--- config.mk ---
export PLATFORM = sky130hd
export DESIGN_NAME = tic_interval_counter
export DESIGN_NICKNAME = d
export VERILOG_FILES = /design/src/tic_pkg.sv /design/src/tic_interval_counter.sv
export VERILOG_INCLUDE_DIRS = /design/src
export SDC_FILE = /design/constraint.sdc
export NUM_CORES = 1
export LEC_CHECK = 0
export ABC_AREA = 1
export BUFFER_PORTS_ARGS = -buffer_cell sky130_fd_sc_hd__buf_2
export CAP_MARGIN = 15
export CORE_UTILIZATION = 38
export CTS_CLUSTER_DIAMETER = 150
export CTS_CLUSTER_SIZE = 20
export DETAILED_ROUTE_END_ITERATION = 6
export MAX_ROUTING_LAYER = met4
export PLACE_DENSITY = 0.61
export RECOVER_POWER = 25
export SLEW_MARGIN = 30
export SYNTH_ARGS = -nofsm -noshare
export SYNTH_HDL_FRONTEND = slang
export SYNTH_SLANG_ARGS = --single-unit
export TNS_END_PERCENT = 5
--- constraint.sdc ---
create_clock -name ref_clk -period 5.9 [get_ports ref_clk]
set_input_delay 0.295 -clock ref_clk [delete_from_list [all_inputs] [get_ports ref_clk]]
set_output_delay 0.295 -clock ref_clk [all_outputs]
set_load 0.05 [all_outputs]
--- src/tic_defines.svh ---
// Register offsets, control word fields and reset values of the counter block
`ifndef TIC_DEFINES_SVH
`define TIC_DEFINES_SVH

// Byte offsets of the host registers
`define TIC_OFS_CTR0      8'h18
`define TIC_OFS_CTR1      8'h19
`define TIC_OFS_CTR2      8'h1a
`define TIC_OFS_CTRL      8'h1b

// Control word fields
`define TIC_SEL_HI        7
`define TIC_SEL_LO        6
`define TIC_ACC_HI        5
`define TIC_ACC_LO        4
`define TIC_MODE_HI       3
`define TIC_MODE_LO       1
`define TIC_BCD_BIT       0
`define TIC_SEL_READBACK  2'h3

// Read-back command fields
`define TIC_RB_COUNT_N    5
`define TIC_RB_STATUS_N   4
`define TIC_RB_PICK_LO    1

// Byte access kinds
`define TIC_ACC_LATCH     2'h0
`define TIC_ACC_LSB       2'h1
`define TIC_ACC_MSB       2'h2
`define TIC_ACC_BOTH      2'h3

// Read data reset value, and value of reads that hit no counter
`define TIC_RDATA_RST     8'h00
`define TIC_UNMAPPED_RD   8'h00

`endif

--- src/tic_pkg.sv ---
// Types shared by the triple interval counter
package tic_pkg;

   // One host access to the byte-wide register port
   typedef struct packed {
      logic       wr;
      logic       rd;
      logic [7:0] addr;
      logic [7:0] wdata;
   } tic_req_t;

   // Complete state of one counter channel
   typedef struct packed {
      logic [15:0] count;
      logic [15:0] init;
      logic [15:0] hold;
      logic [7:0]  status;
      logic [1:0]  access;
      logic [2:0]  mode;
      logic        bcd;
      logic        out;
      logic        null_cnt;
      logic        loaded;
      logic        armed;
      logic        load_pend;
      logic        trig;
      logic        wr_hi;
      logic        rd_hi;
      logic        cnt_latched;
      logic        sta_latched;
   } tic_ctr_t;

endpackage

--- src/tic_interval_counter.sv ---
// Three 16-bit programmable down counters behind a byte-wide host port
`timescale 1ns/1ps
`include "tic_defines.svh"

module tic_interval_counter
#(
   parameter int NUM_CTR = 3
)
(
   input  wire logic              ref_clk,
   input  wire logic              reset_n,
   input  wire tic_pkg::tic_req_t host_req,
   output logic [7:0]             host_rdata,
   input  wire logic [NUM_CTR-1:0] count_clk,
   input  wire logic [NUM_CTR-1:0] count_gate,
   output logic [NUM_CTR-1:0]     count_out
);

   // One decrement, binary or four decimal digits with borrow
   function automatic logic [15:0] dec1(input logic [15:0] v,
                                        input logic        bcd);
      logic [15:0] r;
      logic        borrow;
      r = v;
      borrow = 1'b1;
      if (!bcd)
      begin
         r = v - 16'h0001;
      end
      else
      begin
         for (int d = 0; d < 4; d++)
         begin
            if (borrow)
            begin
               if (v[d*4 +: 4] == 4'h0)
               begin
                  r[d*4 +: 4] = 4'h9;
               end
               else
               begin
                  r[d*4 +: 4] = v[d*4 +: 4] - 4'h1;
                  borrow = 1'b0;
               end
            end
         end
      end
      return r;
   endfunction

   // Decrement by a step of one to three
   function automatic logic [15:0] dec_by(input logic [15:0] v,
                                          input logic        bcd,
                                          input logic [1:0]  step);
      logic [15:0] r;
      r = v;
      for (int k = 0; k < 3; k++)
      begin
         if (k < int'(step))
         begin
            r = dec1(r, bcd);
         end
      end
      return r;
   endfunction

   // Behaviour of one counter on a falling edge of its count clock
   function automatic tic_pkg::tic_ctr_t tick(input tic_pkg::tic_ctr_t c_in,
                                              input logic            g);
      tic_pkg::tic_ctr_t c;
      logic [1:0]        step;
      c = c_in;
      step = 2'h2;
      case (c.mode)
         3'h0:
         begin
            if (c.load_pend)
            begin
               c.count = c.init;
               c.load_pend = 1'b0;
               c.null_cnt = 1'b0;
            end
            else if (g && c.armed)
            begin
               if (c.count == 16'h0001)
               begin
                  c.out = 1'b1;
               end
               c.count = dec1(c.count, c.bcd);
            end
         end
         3'h1, 3'h5:
         begin
            if (c.mode == 3'h5)
            begin
               c.out = 1'b1;
            end
            if (c.trig && c.loaded)
            begin
               // Init is only sampled here, so mid-pulse writes wait
               c.count = c.init;
               c.null_cnt = 1'b0;
               c.armed = 1'b1;
               if (c.mode == 3'h1)
               begin
                  c.out = 1'b0;
               end
            end
            else
            begin
               if (c.armed && c.count == 16'h0001)
               begin
                  c.out = (c.mode == 3'h1);
                  c.armed = 1'b0;
               end
               c.count = dec1(c.count, c.bcd);
            end
         end
         3'h2, 3'h3:
         begin
            if (!g)
            begin
               c.out = 1'b1;
            end
            else if (c.load_pend || (c.trig && c.loaded))
            begin
               c.count = c.init;
               c.out = 1'b1;
               c.load_pend = 1'b0;
               c.null_cnt = 1'b0;
            end
            else if (c.loaded && c.mode == 3'h2)
            begin
               if (c.count == 16'h0001)
               begin
                  // Reload at period end picks up any rewritten count
                  c.count = c.init;
                  c.out = 1'b1;
                  c.null_cnt = 1'b0;
               end
               else
               begin
                  c.out = (c.count != 16'h0002);
                  c.count = dec1(c.count, c.bcd);
               end
            end
            else if (c.loaded)
            begin
               if (c.count[0])
               begin
                  step = c.out ? 2'h1 : 2'h3;
               end
               if (c.count == {14'h0000, step})
               begin
                  c.out = ~c.out;
                  c.count = c.init;
                  c.null_cnt = 1'b0;
               end
               else
               begin
                  c.count = dec_by(c.count, c.bcd, step);
               end
            end
         end
         3'h4:
         begin
            c.out = 1'b1;
            if (c.load_pend)
            begin
               c.count = c.init;
               c.load_pend = 1'b0;
               c.null_cnt = 1'b0;
               c.armed = 1'b1;
            end
            else if (g)
            begin
               if (c.armed && c.count == 16'h0001)
               begin
                  c.out = 1'b0;
                  c.armed = 1'b0;
               end
               c.count = dec1(c.count, c.bcd);
            end
         end
         default:
         begin
            c.trig = 1'b0;
         end
      endcase
      c.trig = 1'b0;
      return c;
   endfunction

   // Effect of a completed count write
   function automatic tic_pkg::tic_ctr_t count_done(
      input tic_pkg::tic_ctr_t c_in);
      tic_pkg::tic_ctr_t c;
      c = c_in;
      c.null_cnt = 1'b1;
      case (c.mode)
         3'h0, 3'h4:
         begin
            c.load_pend = 1'b1;
            c.armed = 1'b1;
            if (c.mode == 3'h0)
            begin
               c.out = 1'b0;
            end
         end
         3'h2, 3'h3:
         begin
            c.load_pend = !c.loaded;
         end
         default:
         begin
            c.load_pend = 1'b0;
         end
      endcase
      c.loaded = 1'b1;
      return c;
   endfunction

   tic_pkg::tic_ctr_t [NUM_CTR-1:0] ctr_reg;
   tic_pkg::tic_ctr_t [NUM_CTR-1:0] ctr_next;
   logic [7:0]         rdata_reg;
   logic [7:0]         rdata_next;
   logic [NUM_CTR-1:0] clk_s1_reg;
   logic [NUM_CTR-1:0] clk_s2_reg;
   logic [NUM_CTR-1:0] clk_prev_reg;
   logic [NUM_CTR-1:0] gate_s1_reg;
   logic [NUM_CTR-1:0] gate_s2_reg;
   logic [NUM_CTR-1:0] gate_prev_reg;

   // Pin synchronisers; edges are seen only after the second flop
   always_ff @(posedge ref_clk)
   begin
      if (!reset_n)
      begin
         clk_s1_reg    <= '0;
         clk_s2_reg    <= '0;
         clk_prev_reg  <= '0;
         gate_s1_reg   <= '0;
         gate_s2_reg   <= '0;
         gate_prev_reg <= '0;
      end
      else
      begin
         clk_s1_reg    <= count_clk;
         clk_s2_reg    <= clk_s1_reg;
         clk_prev_reg  <= clk_s2_reg;
         gate_s1_reg   <= count_gate;
         gate_s2_reg   <= gate_s1_reg;
         gate_prev_reg <= gate_s2_reg;
      end
   end

   // Counter channels and host port, next values
   always_comb
   begin
      tic_pkg::tic_ctr_t c;
      logic [15:0]       v;
      logic [1:0]        sel;
      c = '0;
      v = '0;
      sel = host_req.wdata[`TIC_SEL_HI:`TIC_SEL_LO];
      ctr_next = ctr_reg;
      rdata_next = rdata_reg;
      if (host_req.rd)
      begin
         rdata_next = `TIC_UNMAPPED_RD;
      end
      for (int i = 0; i < NUM_CTR; i++)
      begin
         c = ctr_reg[i];
         if (gate_s2_reg[i] && !gate_prev_reg[i])
         begin
            c.trig = 1'b1;
         end
         if (clk_prev_reg[i] && !clk_s2_reg[i])
         begin
            c = tick(c, gate_s2_reg[i]);
         end
         if (c.mode[1] && !gate_s2_reg[i])
         begin
            c.out = 1'b1;
         end
         // Control byte for this counter
         if (host_req.wr && host_req.addr == `TIC_OFS_CTRL)
         begin
            if (sel == `TIC_SEL_READBACK)
            begin
               if (host_req.wdata[`TIC_RB_PICK_LO + i])
               begin
                  if (!host_req.wdata[`TIC_RB_COUNT_N] && !c.cnt_latched)
                  begin
                     c.hold = c.count;
                     c.cnt_latched = 1'b1;
                  end
                  if (!host_req.wdata[`TIC_RB_STATUS_N] && !c.sta_latched)
                  begin
                     c.status = {c.out, c.null_cnt, c.access,
                                 c.mode, c.bcd};
                     c.sta_latched = 1'b1;
                  end
               end
            end
            else if (sel == 2'(i))
            begin
               if (host_req.wdata[`TIC_ACC_HI:`TIC_ACC_LO] == `TIC_ACC_LATCH)
               begin
                  if (!c.cnt_latched)
                  begin
                     c.hold = c.count;
                     c.cnt_latched = 1'b1;
                  end
               end
               else
               begin
                  c = '0;
                  c.access = host_req.wdata[`TIC_ACC_HI:`TIC_ACC_LO];
                  c.mode = host_req.wdata[`TIC_MODE_HI:`TIC_MODE_LO];
                  if (c.mode[1])
                  begin
                     c.mode[2] = 1'b0; // Top bit is don't-care here
                  end
                  c.bcd = host_req.wdata[`TIC_BCD_BIT];
                  c.out = (c.mode != 3'h0);
                  c.null_cnt = 1'b1;
               end
            end
         end
         // Count bytes written to the data port
         if (host_req.wr && host_req.addr == `TIC_OFS_CTR0 + 8'(i))
         begin
            case (c.access)
               `TIC_ACC_LSB:
               begin
                  c.init = {8'h00, host_req.wdata};
                  c = count_done(c);
               end
               `TIC_ACC_MSB:
               begin
                  c.init = {host_req.wdata, 8'h00};
                  c = count_done(c);
               end
               `TIC_ACC_BOTH:
               begin
                  if (!c.wr_hi)
                  begin
                     c.init[7:0] = host_req.wdata;
                     c.wr_hi = 1'b1;
                     if (c.mode == 3'h0)
                     begin
                        c.armed = 1'b0;
                        c.load_pend = 1'b0;
                     end
                  end
                  else
                  begin
                     c.init[15:8] = host_req.wdata;
                     c.wr_hi = 1'b0;
                     c = count_done(c);
                  end
               end
               default:
               begin
                  c.wr_hi = 1'b0;
               end
            endcase
         end
         // Reads: status first, then held or live count
         if (host_req.rd && host_req.addr == `TIC_OFS_CTR0 + 8'(i))
         begin
            v = c.cnt_latched ? c.hold : c.count;
            if (c.sta_latched)
            begin
               rdata_next = c.status;
               c.sta_latched = 1'b0;
            end
            else if (c.access == `TIC_ACC_MSB)
            begin
               rdata_next = v[15:8];
               c.cnt_latched = 1'b0;
            end
            else if (c.access == `TIC_ACC_BOTH && c.rd_hi)
            begin
               rdata_next = v[15:8];
               c.rd_hi = 1'b0;
               c.cnt_latched = 1'b0;
            end
            else
            begin
               rdata_next = v[7:0];
               c.rd_hi = (c.access == `TIC_ACC_BOTH);
               c.cnt_latched = c.cnt_latched && c.rd_hi;
            end
         end
         ctr_next[i] = c;
      end
   end

   // Counter channels and host port, registers
   always_ff @(posedge ref_clk)
   begin
      if (!reset_n)
      begin
         ctr_reg   <= '0;
         rdata_reg <= `TIC_RDATA_RST;
      end
      else
      begin
         ctr_reg   <= ctr_next;
         rdata_reg <= rdata_next;
      end
   end

   // Outputs straight from flops
   always_comb
   begin
      host_rdata = rdata_reg;
      for (int i = 0; i < NUM_CTR; i++)
      begin
         count_out[i] = ctr_reg[i].out;
      end
   end

endmodule

Yosys cells after proc, flatten, opt, wreduce, memory -nomap -nowiden

Cells that the tools add are included.

$add $sub $neg: 45
Magnitude comparators: 9
Eq/ne operators: 55
Multiplexer cells: 949
Bitwise logic cells: 4
Reductions and logical operators: 132

Operator list:

| operator                | count |
|---|---|
| $mux W16                | 117 |
| $mux W72                | 9 |
| $mux W1                 | 600 |
| $pmux W52 S3            | 3 |
| $mux W4                 | 99 |
| $mux W32                | 6 |
| $pmux W16 S4            | 3 |
| $mux W8                 | 22 |
| $mux W56                | 3 |
| $logic_not A4 Y1        | 36 |
| $mux W24                | 6 |
| $sub A16 B1 Y16 const B | 9 |
| $sub A4 B1 Y4 const B   | 36 |
| $mux W2                 | 54 |
| $mux W22                | 3 |
| $eq A16 B1 Y1 const B   | 3 |
| $eq A16 B2 Y1           | 3 |
| $ne A16 B2 Y1 const B   | 3 |
| $mux W14                | 3 |
| $reduce_or A2 Y1        | 21 |
| $logic_and A1 B1 Y1     | 40 |
| $eq A3 B2 Y1 const B    | 12 |
| $eq A8 B5 Y1 const B    | 4 |
| $eq A2 B2 Y1 const B    | 14 |
| other kinds (15)        | 85 |

Bits in registers: 242
Output and inout port bits: 11
Logic and storage cells: 1252

Logic depth before layout (Yosys ltp)

Gate-level depths: netlist (run 1).

Depth after elaboration: 150
Mapped depth: 50
Depth with buffers taken out: 49

Worst setup path before layout (run 1)

Ideal clock, no wire load.

Path type: reg2reg
From: reg ctr_reg[200] in the netlist's numbering
To: reg rdata_reg[7] (netlist: host_rdata[7])
Setup time: 0.118 ns
Arrival time: 3.901 ns
Data required time: 5.782 ns
Path slack: 1.881 ns
Cell stages (with the launch flop): 51
Cells stage by stage: dfxtp_1 > buf_4 > inv_2 > ha_1 > nand2_2 > nor2_4 > nand2_2 > nand2_1 > nand2_1 > nand2_1 > nand2_2 > ha_1 > nand2_1 > inv_1 > nand2_1 > nand2_1 > nand2_1 > nand2_1 > [... 15 more ...] > nand2_1 > nand2_1 > nand2_1 > nand2_1 > nand2_1 > nand2_1 > nand2_1 > nand2_1 > nand2_1 > nand3_1 > nand3_1 > nand2_1 > nand2_1 > nand2_1 > nand2_1 > nand2_1 > nor2_1 > nor2_1

Cells in the longest elaborated chain, start to end: 81

Ends and longest elaborated chain:

| element                                               | line                        | RTL |
|---|---|---|
| from (decl)                                           | tic_interval_counter.sv:223 | `tic_pkg::tic_ctr_t [NUM_CTR-1:0] ctr_reg;` |
| from (signal assigned)                                | tic_interval_counter.sv:412 | `ctr_reg <= ctr_next;` |
| branches (longest 68 deep; another with $lt A1 B2 Y1) | --                          |  |
| $mux W72 *                                            | tic_interval_counter.sv:279 | `if (clk_prev_reg[i] && !clk_s2_reg[i])` |
| $mux W16                                              | tic_interval_counter.sv:311 | `if (!c.cnt_latched)` |
| $mux W16                                              | tic_interval_counter.sv:309 | `` if (host_req.wdata[`TIC_ACC_HI:`TIC_ACC_LO] == `TIC_ACC_LATCH) `` |
| $mux W72                                              | tic_interval_counter.sv:307 | `else if (sel == 2'(i))` |
| $mux W24                                              | tic_interval_counter.sv:290 | `` if (sel == `TIC_SEL_READBACK) `` |
| $mux W72 *                                            | tic_interval_counter.sv:288 | `` if (host_req.wr && host_req.addr == `TIC_OFS_CTRL) `` |
| $pmux W52 S3                                          | tic_interval_counter.sv:335 | `case (c.access)` |
| $mux W56                                              | tic_interval_counter.sv:333 | `` if (host_req.wr && host_req.addr == `TIC_OFS_CTR0 + 8'(i)) `` |
| $mux W16                                              | tic_interval_counter.sv:374 | `v = c.cnt_latched ? c.hold : c.count;` |
| $mux W8                                               | tic_interval_counter.sv:385 | `` else if (c.access == `TIC_ACC_BOTH && c.rd_hi) `` |
| $mux W8                                               | tic_interval_counter.sv:380 | `` else if (c.access == `TIC_ACC_MSB) `` |
| $mux W8 *                                             | tic_interval_counter.sv:375 | `if (c.sta_latched)` |
| $mux W8 *                                             | tic_interval_counter.sv:372 | `` if (host_req.rd && host_req.addr == `TIC_OFS_CTR0 + 8'(i)) `` |
| to (signal assigned)                                  | tic_interval_counter.sv:408 | `` rdata_reg <= `TIC_RDATA_RST; `` |
| to (signal assigned)                                  | tic_interval_counter.sv:413 | `rdata_reg <= rdata_next;` |
| to (decl)                                             | tic_interval_counter.sv:225 | `logic [7:0] rdata_reg;` |

Mark *: on every way between the ends. The select of a mux whose other input is x is not followed.
A chain may end at the register's enable or synchronous reset.

Worst setup path after layout (run 1)

From: in host_req[13] in the netlist's numbering
To: reg rdata_reg[5] (netlist: host_rdata[5])

Cells in the longest elaborated chain, start to end: 13

Ends and longest elaborated chain:

| element                       | line                        | RTL |
|---|---|---|
| from (decl)                   | tic_interval_counter.sv:12  | `input wire tic_pkg::tic_req_t host_req,` |
| $eq A8 B5 Y1 (no line)        | --                          |  |
| $logic_and A1 B1 Y1 (no line) | --                          |  |
| $mux W72                      | tic_interval_counter.sv:288 |  |
| $pmux W52 S3                  | tic_interval_counter.sv:335 |  |
| $mux W56                      | tic_interval_counter.sv:333 |  |
| $eq A2 B2 Y1 (no line)        | --                          |  |
| $logic_and A1 B1 Y1           | tic_interval_counter.sv:385 |  |
| $mux W8                       | tic_interval_counter.sv:385 |  |
| $mux W8                       | tic_interval_counter.sv:380 |  |
| $mux W8                       | tic_interval_counter.sv:375 |  |
| $mux W8 (3 in series)         | tic_interval_counter.sv:372 |  |

Parallel ways exist; a longest one is shown, timed or not.

==> results.cfg, run 1 <==
[synth]
synth_top_area_share = 0.185
synth-edff-count = 0
ys_seq_elements = 242
syn_area_per_cell_um2 = 5.58
synthArstFlopShare = 0
ys_types = 69
synth_fp_nets = 4761
yosys-top-cells-area = dfxtp_1 (18%), nand2_1 (17%), a21oi_1 (8.5%)
yosysSeqAreaShare = 0.185
synthesis.area_mm2 = 0.0262
yosys.area.top_type = dfxtp_1
syn_inst = 4698
ys_warn_count = 0
synthFlopType = dfxtp_1

[layout]
multi_input_area_mm2 = 0.0184
final_nets = 4680
regArea_mm2 = 0.00484
mostFrequentLayoutCells = nand2_1 (1,222), nor2_1 (546), inv_1 (481), a21oi_1 (446), nand3_1 (381)
largest_reg_flops = 213
drive_above_1_share = 0.0756
final_cell_count_no_fill = 5492
layout_commonest_cell = nand2_1
syn_to_final_growth_pct = 5.48
n_fill_cell = 7607

[setup_path]
timing.critical_path.cells = buf_2 -> nor4_1 -> clkbuf_1 -> inv_1 -> nor3_1 -> nand3_4 -> clkbuf_1 -> nor2_1 -> inv_1 -> nor3_1 -> a221oi_1 -> buf_4 -> inv_1 -> nand3_1 -> a21oi_1 -> nand2_1 -> a21oi_1 -> nand3_1 -> nand2_1 -> inv_1
cp.arrival_ps = 5900
slowest_delay_ps = 1080
endpoint_kind = register
rrSetupSlack_ps = 650
required_ps = 6330
path_class = input port to register
critPathSlowestCell = clkbuf_1
path_max_fanout = 57
critPathLaunchType = input port
cp_common_cell = inv_1

[sta]
rsz0062_at_grt = false
maxSlewViolCount = 88
setup_slack_ps = 428
report.final.hold_viol_count = 0
period_minus_slack_ps = 5470
setup_tns_ps = 0
slew_headroom = -0.931
worstMarginPinSlew_ps = 2900
max_clock_freq_mhz = 183
setup_violations = 0
period_share = 0.927
clock_skew_ps = 29.7

[routing]
dr.pass1.iters = 7
routedWlPerCell_um = 19.5
vias_per_cell = 5.91
vias = 32500
postRouteAntennaNets = 0
first_iter_violations = 4179
drc = 0
drt-total-wl_mm = 107

[pwr]
leakage_nw = 11.9
p_seq_frac = 0.401
max-vdd-ir-drop_uv = 147
power_frac_comb = 0.323
powerDensity_mw_per_mm2 = 152
power_mw = 4.21
switching_share = 0.395
p_clk_frac = 0.275
p_sw_mw = 1.66
internal_power_mw = 2.54

[die]
die_h_um = 265
dieArea_mm2 = 0.0701
num_rows = 95
die_x_um = 265
io_pins = 37
start_util = 0.387
coreArea_mm2 = 0.0678

[global_routing]
antenna_found_initial = 2
grt_pass1_vias = 29500
grt_use_total = 0.304
grt_overflow = 0
grt_max_degree = 86
grt_pass1_wl_mm = 167

[clock_network]
cts_hold_buffers = 6
cts_sinks = 242
cts_setup_buffers = 0
clk_pin_slew_ps = 90
clock_latency_ps = 530
cts_tree = yes
cts_resized = 0
clockBufferDepth = 3
h-tree-depth = 1
cts-root-buf = clkbuf_16
numCtsBuffers = 16

[placement]
place_inst = 5466
portBuffers = 36
post-place-ws_ps = 785
hpwl_mm = 79.3
routabilityCongestion = 1.00

[outcome]
status = finished with violations
violations = max-capacitance violations, max-slew violations

[worst_hold_path]
hold_path.class = input port to register

[run]
maxCapViolCount = 2
critical path: cells and delay by family:
kind            cells  cell delay [ps]
buf+inv             8             2650
simple gates        9             2370
compound gates      3              560
worst paths after layout:
path	from	end	cells past startpoint
worst max-delay path	host_req[13]	host_rdata[5]	20
worst min-delay path	host_req[6]	ctr_reg[198]	3
worst max register to register	ctr_reg[207]	host_rdata[5]	42
worst min register to register	clk_s1_reg[0]	clk_s2_reg[0]	2
kinds of logic after synthesis:
family | Yosys count | synth area share
and+or+nand+nor | 2495 | 0.418
AOI/OAI and AO/OA | 1124 | 0.254
buffers and inverters | 777 | 0.117
DFF | 242 | 0.185
adders and majority gates | 37 | 0.0176
xor gates and xnor gates | 21 | 0.00787
muxes | 2 | 0.000763
layout make-up:
type                       instances  area share
antenna                            2    0.000181
clock buffer                      17      0.0154
clock inverter                     1    0.000723
inverter                         543      0.0740
multi-input combinational       3679       0.663
sequential                       242       0.175
tap                              873      0.0395
timing repair buffer             135      0.0320
metal layers:
layer	global-route usage	wire [um]
met2	0.468	46800
met3	0.0390	9850
met4	0.111	4110
met1	0.405	46200
met5	-	0
power groups by stage:
stage / Sequential, mW / Combinational [mW] / Clock (mW)
global placement: 1.73 / 1.32 / 0
finish: 1.69 / 1.36 / 1.16
CTS: 1.69 / 1.33 / 1.17
floorplan: 1.71 / 0.971 / 0
detailed placement: 1.72 / 1.32 / 0
global route: 1.69 / 1.50 / 1.23
synth_stat cells, types with 17 or more instances:
cell and count:
a21oi_1 446, clkinv_1 19, o21ai_0 289, nand3_2 21
a221oi_1 52, o31ai_1 17, nand2_1 1223, ha_1 37
a31oi_1 18, inv_2 41, clkbuf_1 165, a211oi_1 35
buf_2 37, nand2_2 62, nand4_1 66, a2111oi_0 21
o211ai_1 54, nor2_2 40, nor2_1 547, nand3_1 382
nor2_4 17, o221ai_1 46, dfxtp_1 242, o22ai_1 20
nor3_1 88, inv_1 481, a22oi_1 23, o21ai_1 40
metrics by stage:
stage,util,instance area [um2],hold slack [ps]
after detailed placement,0.402,27200,403
after floorplan,-,26200,390
after global routing,0.408,27700,188
after global placement,0.402,27200,404
final,0.408,27700,207
after CTS,0.409,27700,174
Note: power is estimated with default switching activity, not from simulation.
==> run 2: changes to the inputs <==
Settings changed: CELL_PAD_IN_SITES_DETAIL_PLACEMENT set to 0, CELL_PAD_IN_SITES_GLOBAL_PLACEMENT set to 1, CORE_MARGIN set to 4, PLACE_DENSITY 0.61 to 0.79.
==> run 2 against run 1 <==
Net effect: the run ends with design-rule violations, max-capacitance violations, max-slew violations left; die area increased by 4.6%; combinational power about the same; cell area about the same; non-clock buffer count decreased by 3; final cell count about the same.
==> results.cfg, run 2 (synthesized netlist as in run 1, its figures left out) <==
[global_routing]
met3_usage = 0.0345
antenna_found_initial = 0
grt_use_met1 = 0.396
grt_max_degree = 103
grt_pass1_vias = 28900
grt_overflow = 0
grt_pass1_wl_mm = 170
grt_use_total = 0.293
grt-busiest-layer = met2
grtUsageMet2 = 0.446

[placement]
portBuffers = 36
place_area_mm2 = 0.0272
place_inst = 5472
routabilityCongestion = 1.02
hpwl_mm = 81.2
post-place-ws_ps = 862

[setup_path]
path_max_fanout = 102
endpoint_kind = register
r2r_end = host_rdata[5]
path_class = input port to register
cp.arrival_ps = 5820
rrSetupSlack_ps = 680
critPathLaunchType = input port
cp-startpoint = reset_n
rr_startpoint = ctr_reg[200]
setup.worst_path.end = ctr_reg[1]
ff2ff_path_depth = 40
required_ps = 6330

[layout]
stdcell_area_mm2 = 0.0277
n_fill_cell = 7661
layout_commonest_cell = nand2_1
drive_above_1_share = 0.0778
final_cell_count_no_fill = 5496
syn_to_final_growth_pct = 5.54
final_nets = 4677
mostFrequentLayoutCells = nand2_1 (1,222), nor2_1 (544), inv_1 (482), a21oi_1 (446), nand3_1 (382)
finish.utilization = 0.404
diodes = 0
largest_reg_flops = 213

[sta]
period_minus_slack_ps = 5390
setup_violations = 0
clock_skew_ps = 37.6
report.final.hold_viol_count = 0
rsz0062_at_grt = false
worstMarginPinSlew_ps = 3340
setup_tns_ps = 0
slew_headroom = -1.23
max_clock_freq_mhz = 186
holdWs_ps = 199
maxSlewViolCount = 132
period_share = 0.913
setup_slack_ps = 512

[die]
start_util = 0.383
dieArea_mm2 = 0.0733
num_rows = 96
io_pins = 37
die_x_um = 271
coreArea_mm2 = 0.0685
die_h_um = 271

[routing]
vias = 32400
dr.pass1.iters = 7
first_iter_violations = 3827
postRouteAntennaNets = 0
routedWlPerCell_um = 20.1
drc = 14
vias_per_cell = 5.89
drt-total-wl_mm = 110

[clock_network]
clk_pin_slew_ps = 110
cts-root-buf = clkbuf_16
cts_tree = yes
cts_sinks = 242
clock_latency_ps = 530
numCtsBuffers = 16
clockBufferDepth = 3
h-tree-depth = 1

[outcome]
status = finished with violations
violations = design-rule violations, max-capacitance violations, max-slew violations

[pwr]
powerDensity_mw_per_mm2 = 154
leakage_nw = 11.9
power_mw = 4.25
max-vdd-ir-drop_uv = 159

[worst_hold_path]
hold_path.class = input port to register

[run]
maxCapViolCount = 2
-- run 2: layer usage --
metal / part of all wire / vias up
li1: - / 15600
met1: 0.42 / 14800
met2: 0.43 / 1677
met3: 0.090 / 308
met4: 0.051 / 0
met5: 0 / -
-- run 2: where the power goes --
part           total (mW)  internal [mW]  switching [mW]
registers            1.69           1.65          0.0360
logic                1.37          0.365            1.01
clock network        1.19          0.526           0.668
-- run 2: area by class of cell --
cell class              instances  area (um2)  area share
clock buffers                  17         425      0.0154
clock inverters                 1        20.0    0.000723
inverters                     543        2040      0.0737
multi-input cells            3679       18400       0.663
flip-flops and latches        242        4840       0.175
well taps                     882        1100      0.0399
repair buffers                132         896      0.0324
-- run 2: how the worst min path moves through the flow --
stage / start / end / slack [ps] / cells after the start
4_1_cts: host_req[3] / ctr_reg[115] / 180 / 3
3_5_place_dp: gate_s1_reg[2] / gate_s2_reg[2] / 400 / 2
2_1_floorplan: clk_s1_reg[0] / clk_s2_reg[0] / 390 / 2
6_report: host_req[1] / ctr_reg[113] / 200 / 3
3_3_place_gp: clk_s1_reg[2] / clk_s2_reg[2] / 400 / 2
5_1_grt: host_req[1] / ctr_reg[113] / 210 / 3
-- run 2: worst max-delay path, stage by stage --
cell and delay (ps):
buf_2 70, clkbuf_1 1500, inv_1 2490, buf_4 980
a311oi_1 340
-- run 2: timing repair --
action                                 in CTS  in global routing
endpoints found under the hold margin       6                  0
gates resized for setup                     0                  0
setup buffers                               0                  0
hold buffers                                6                  0
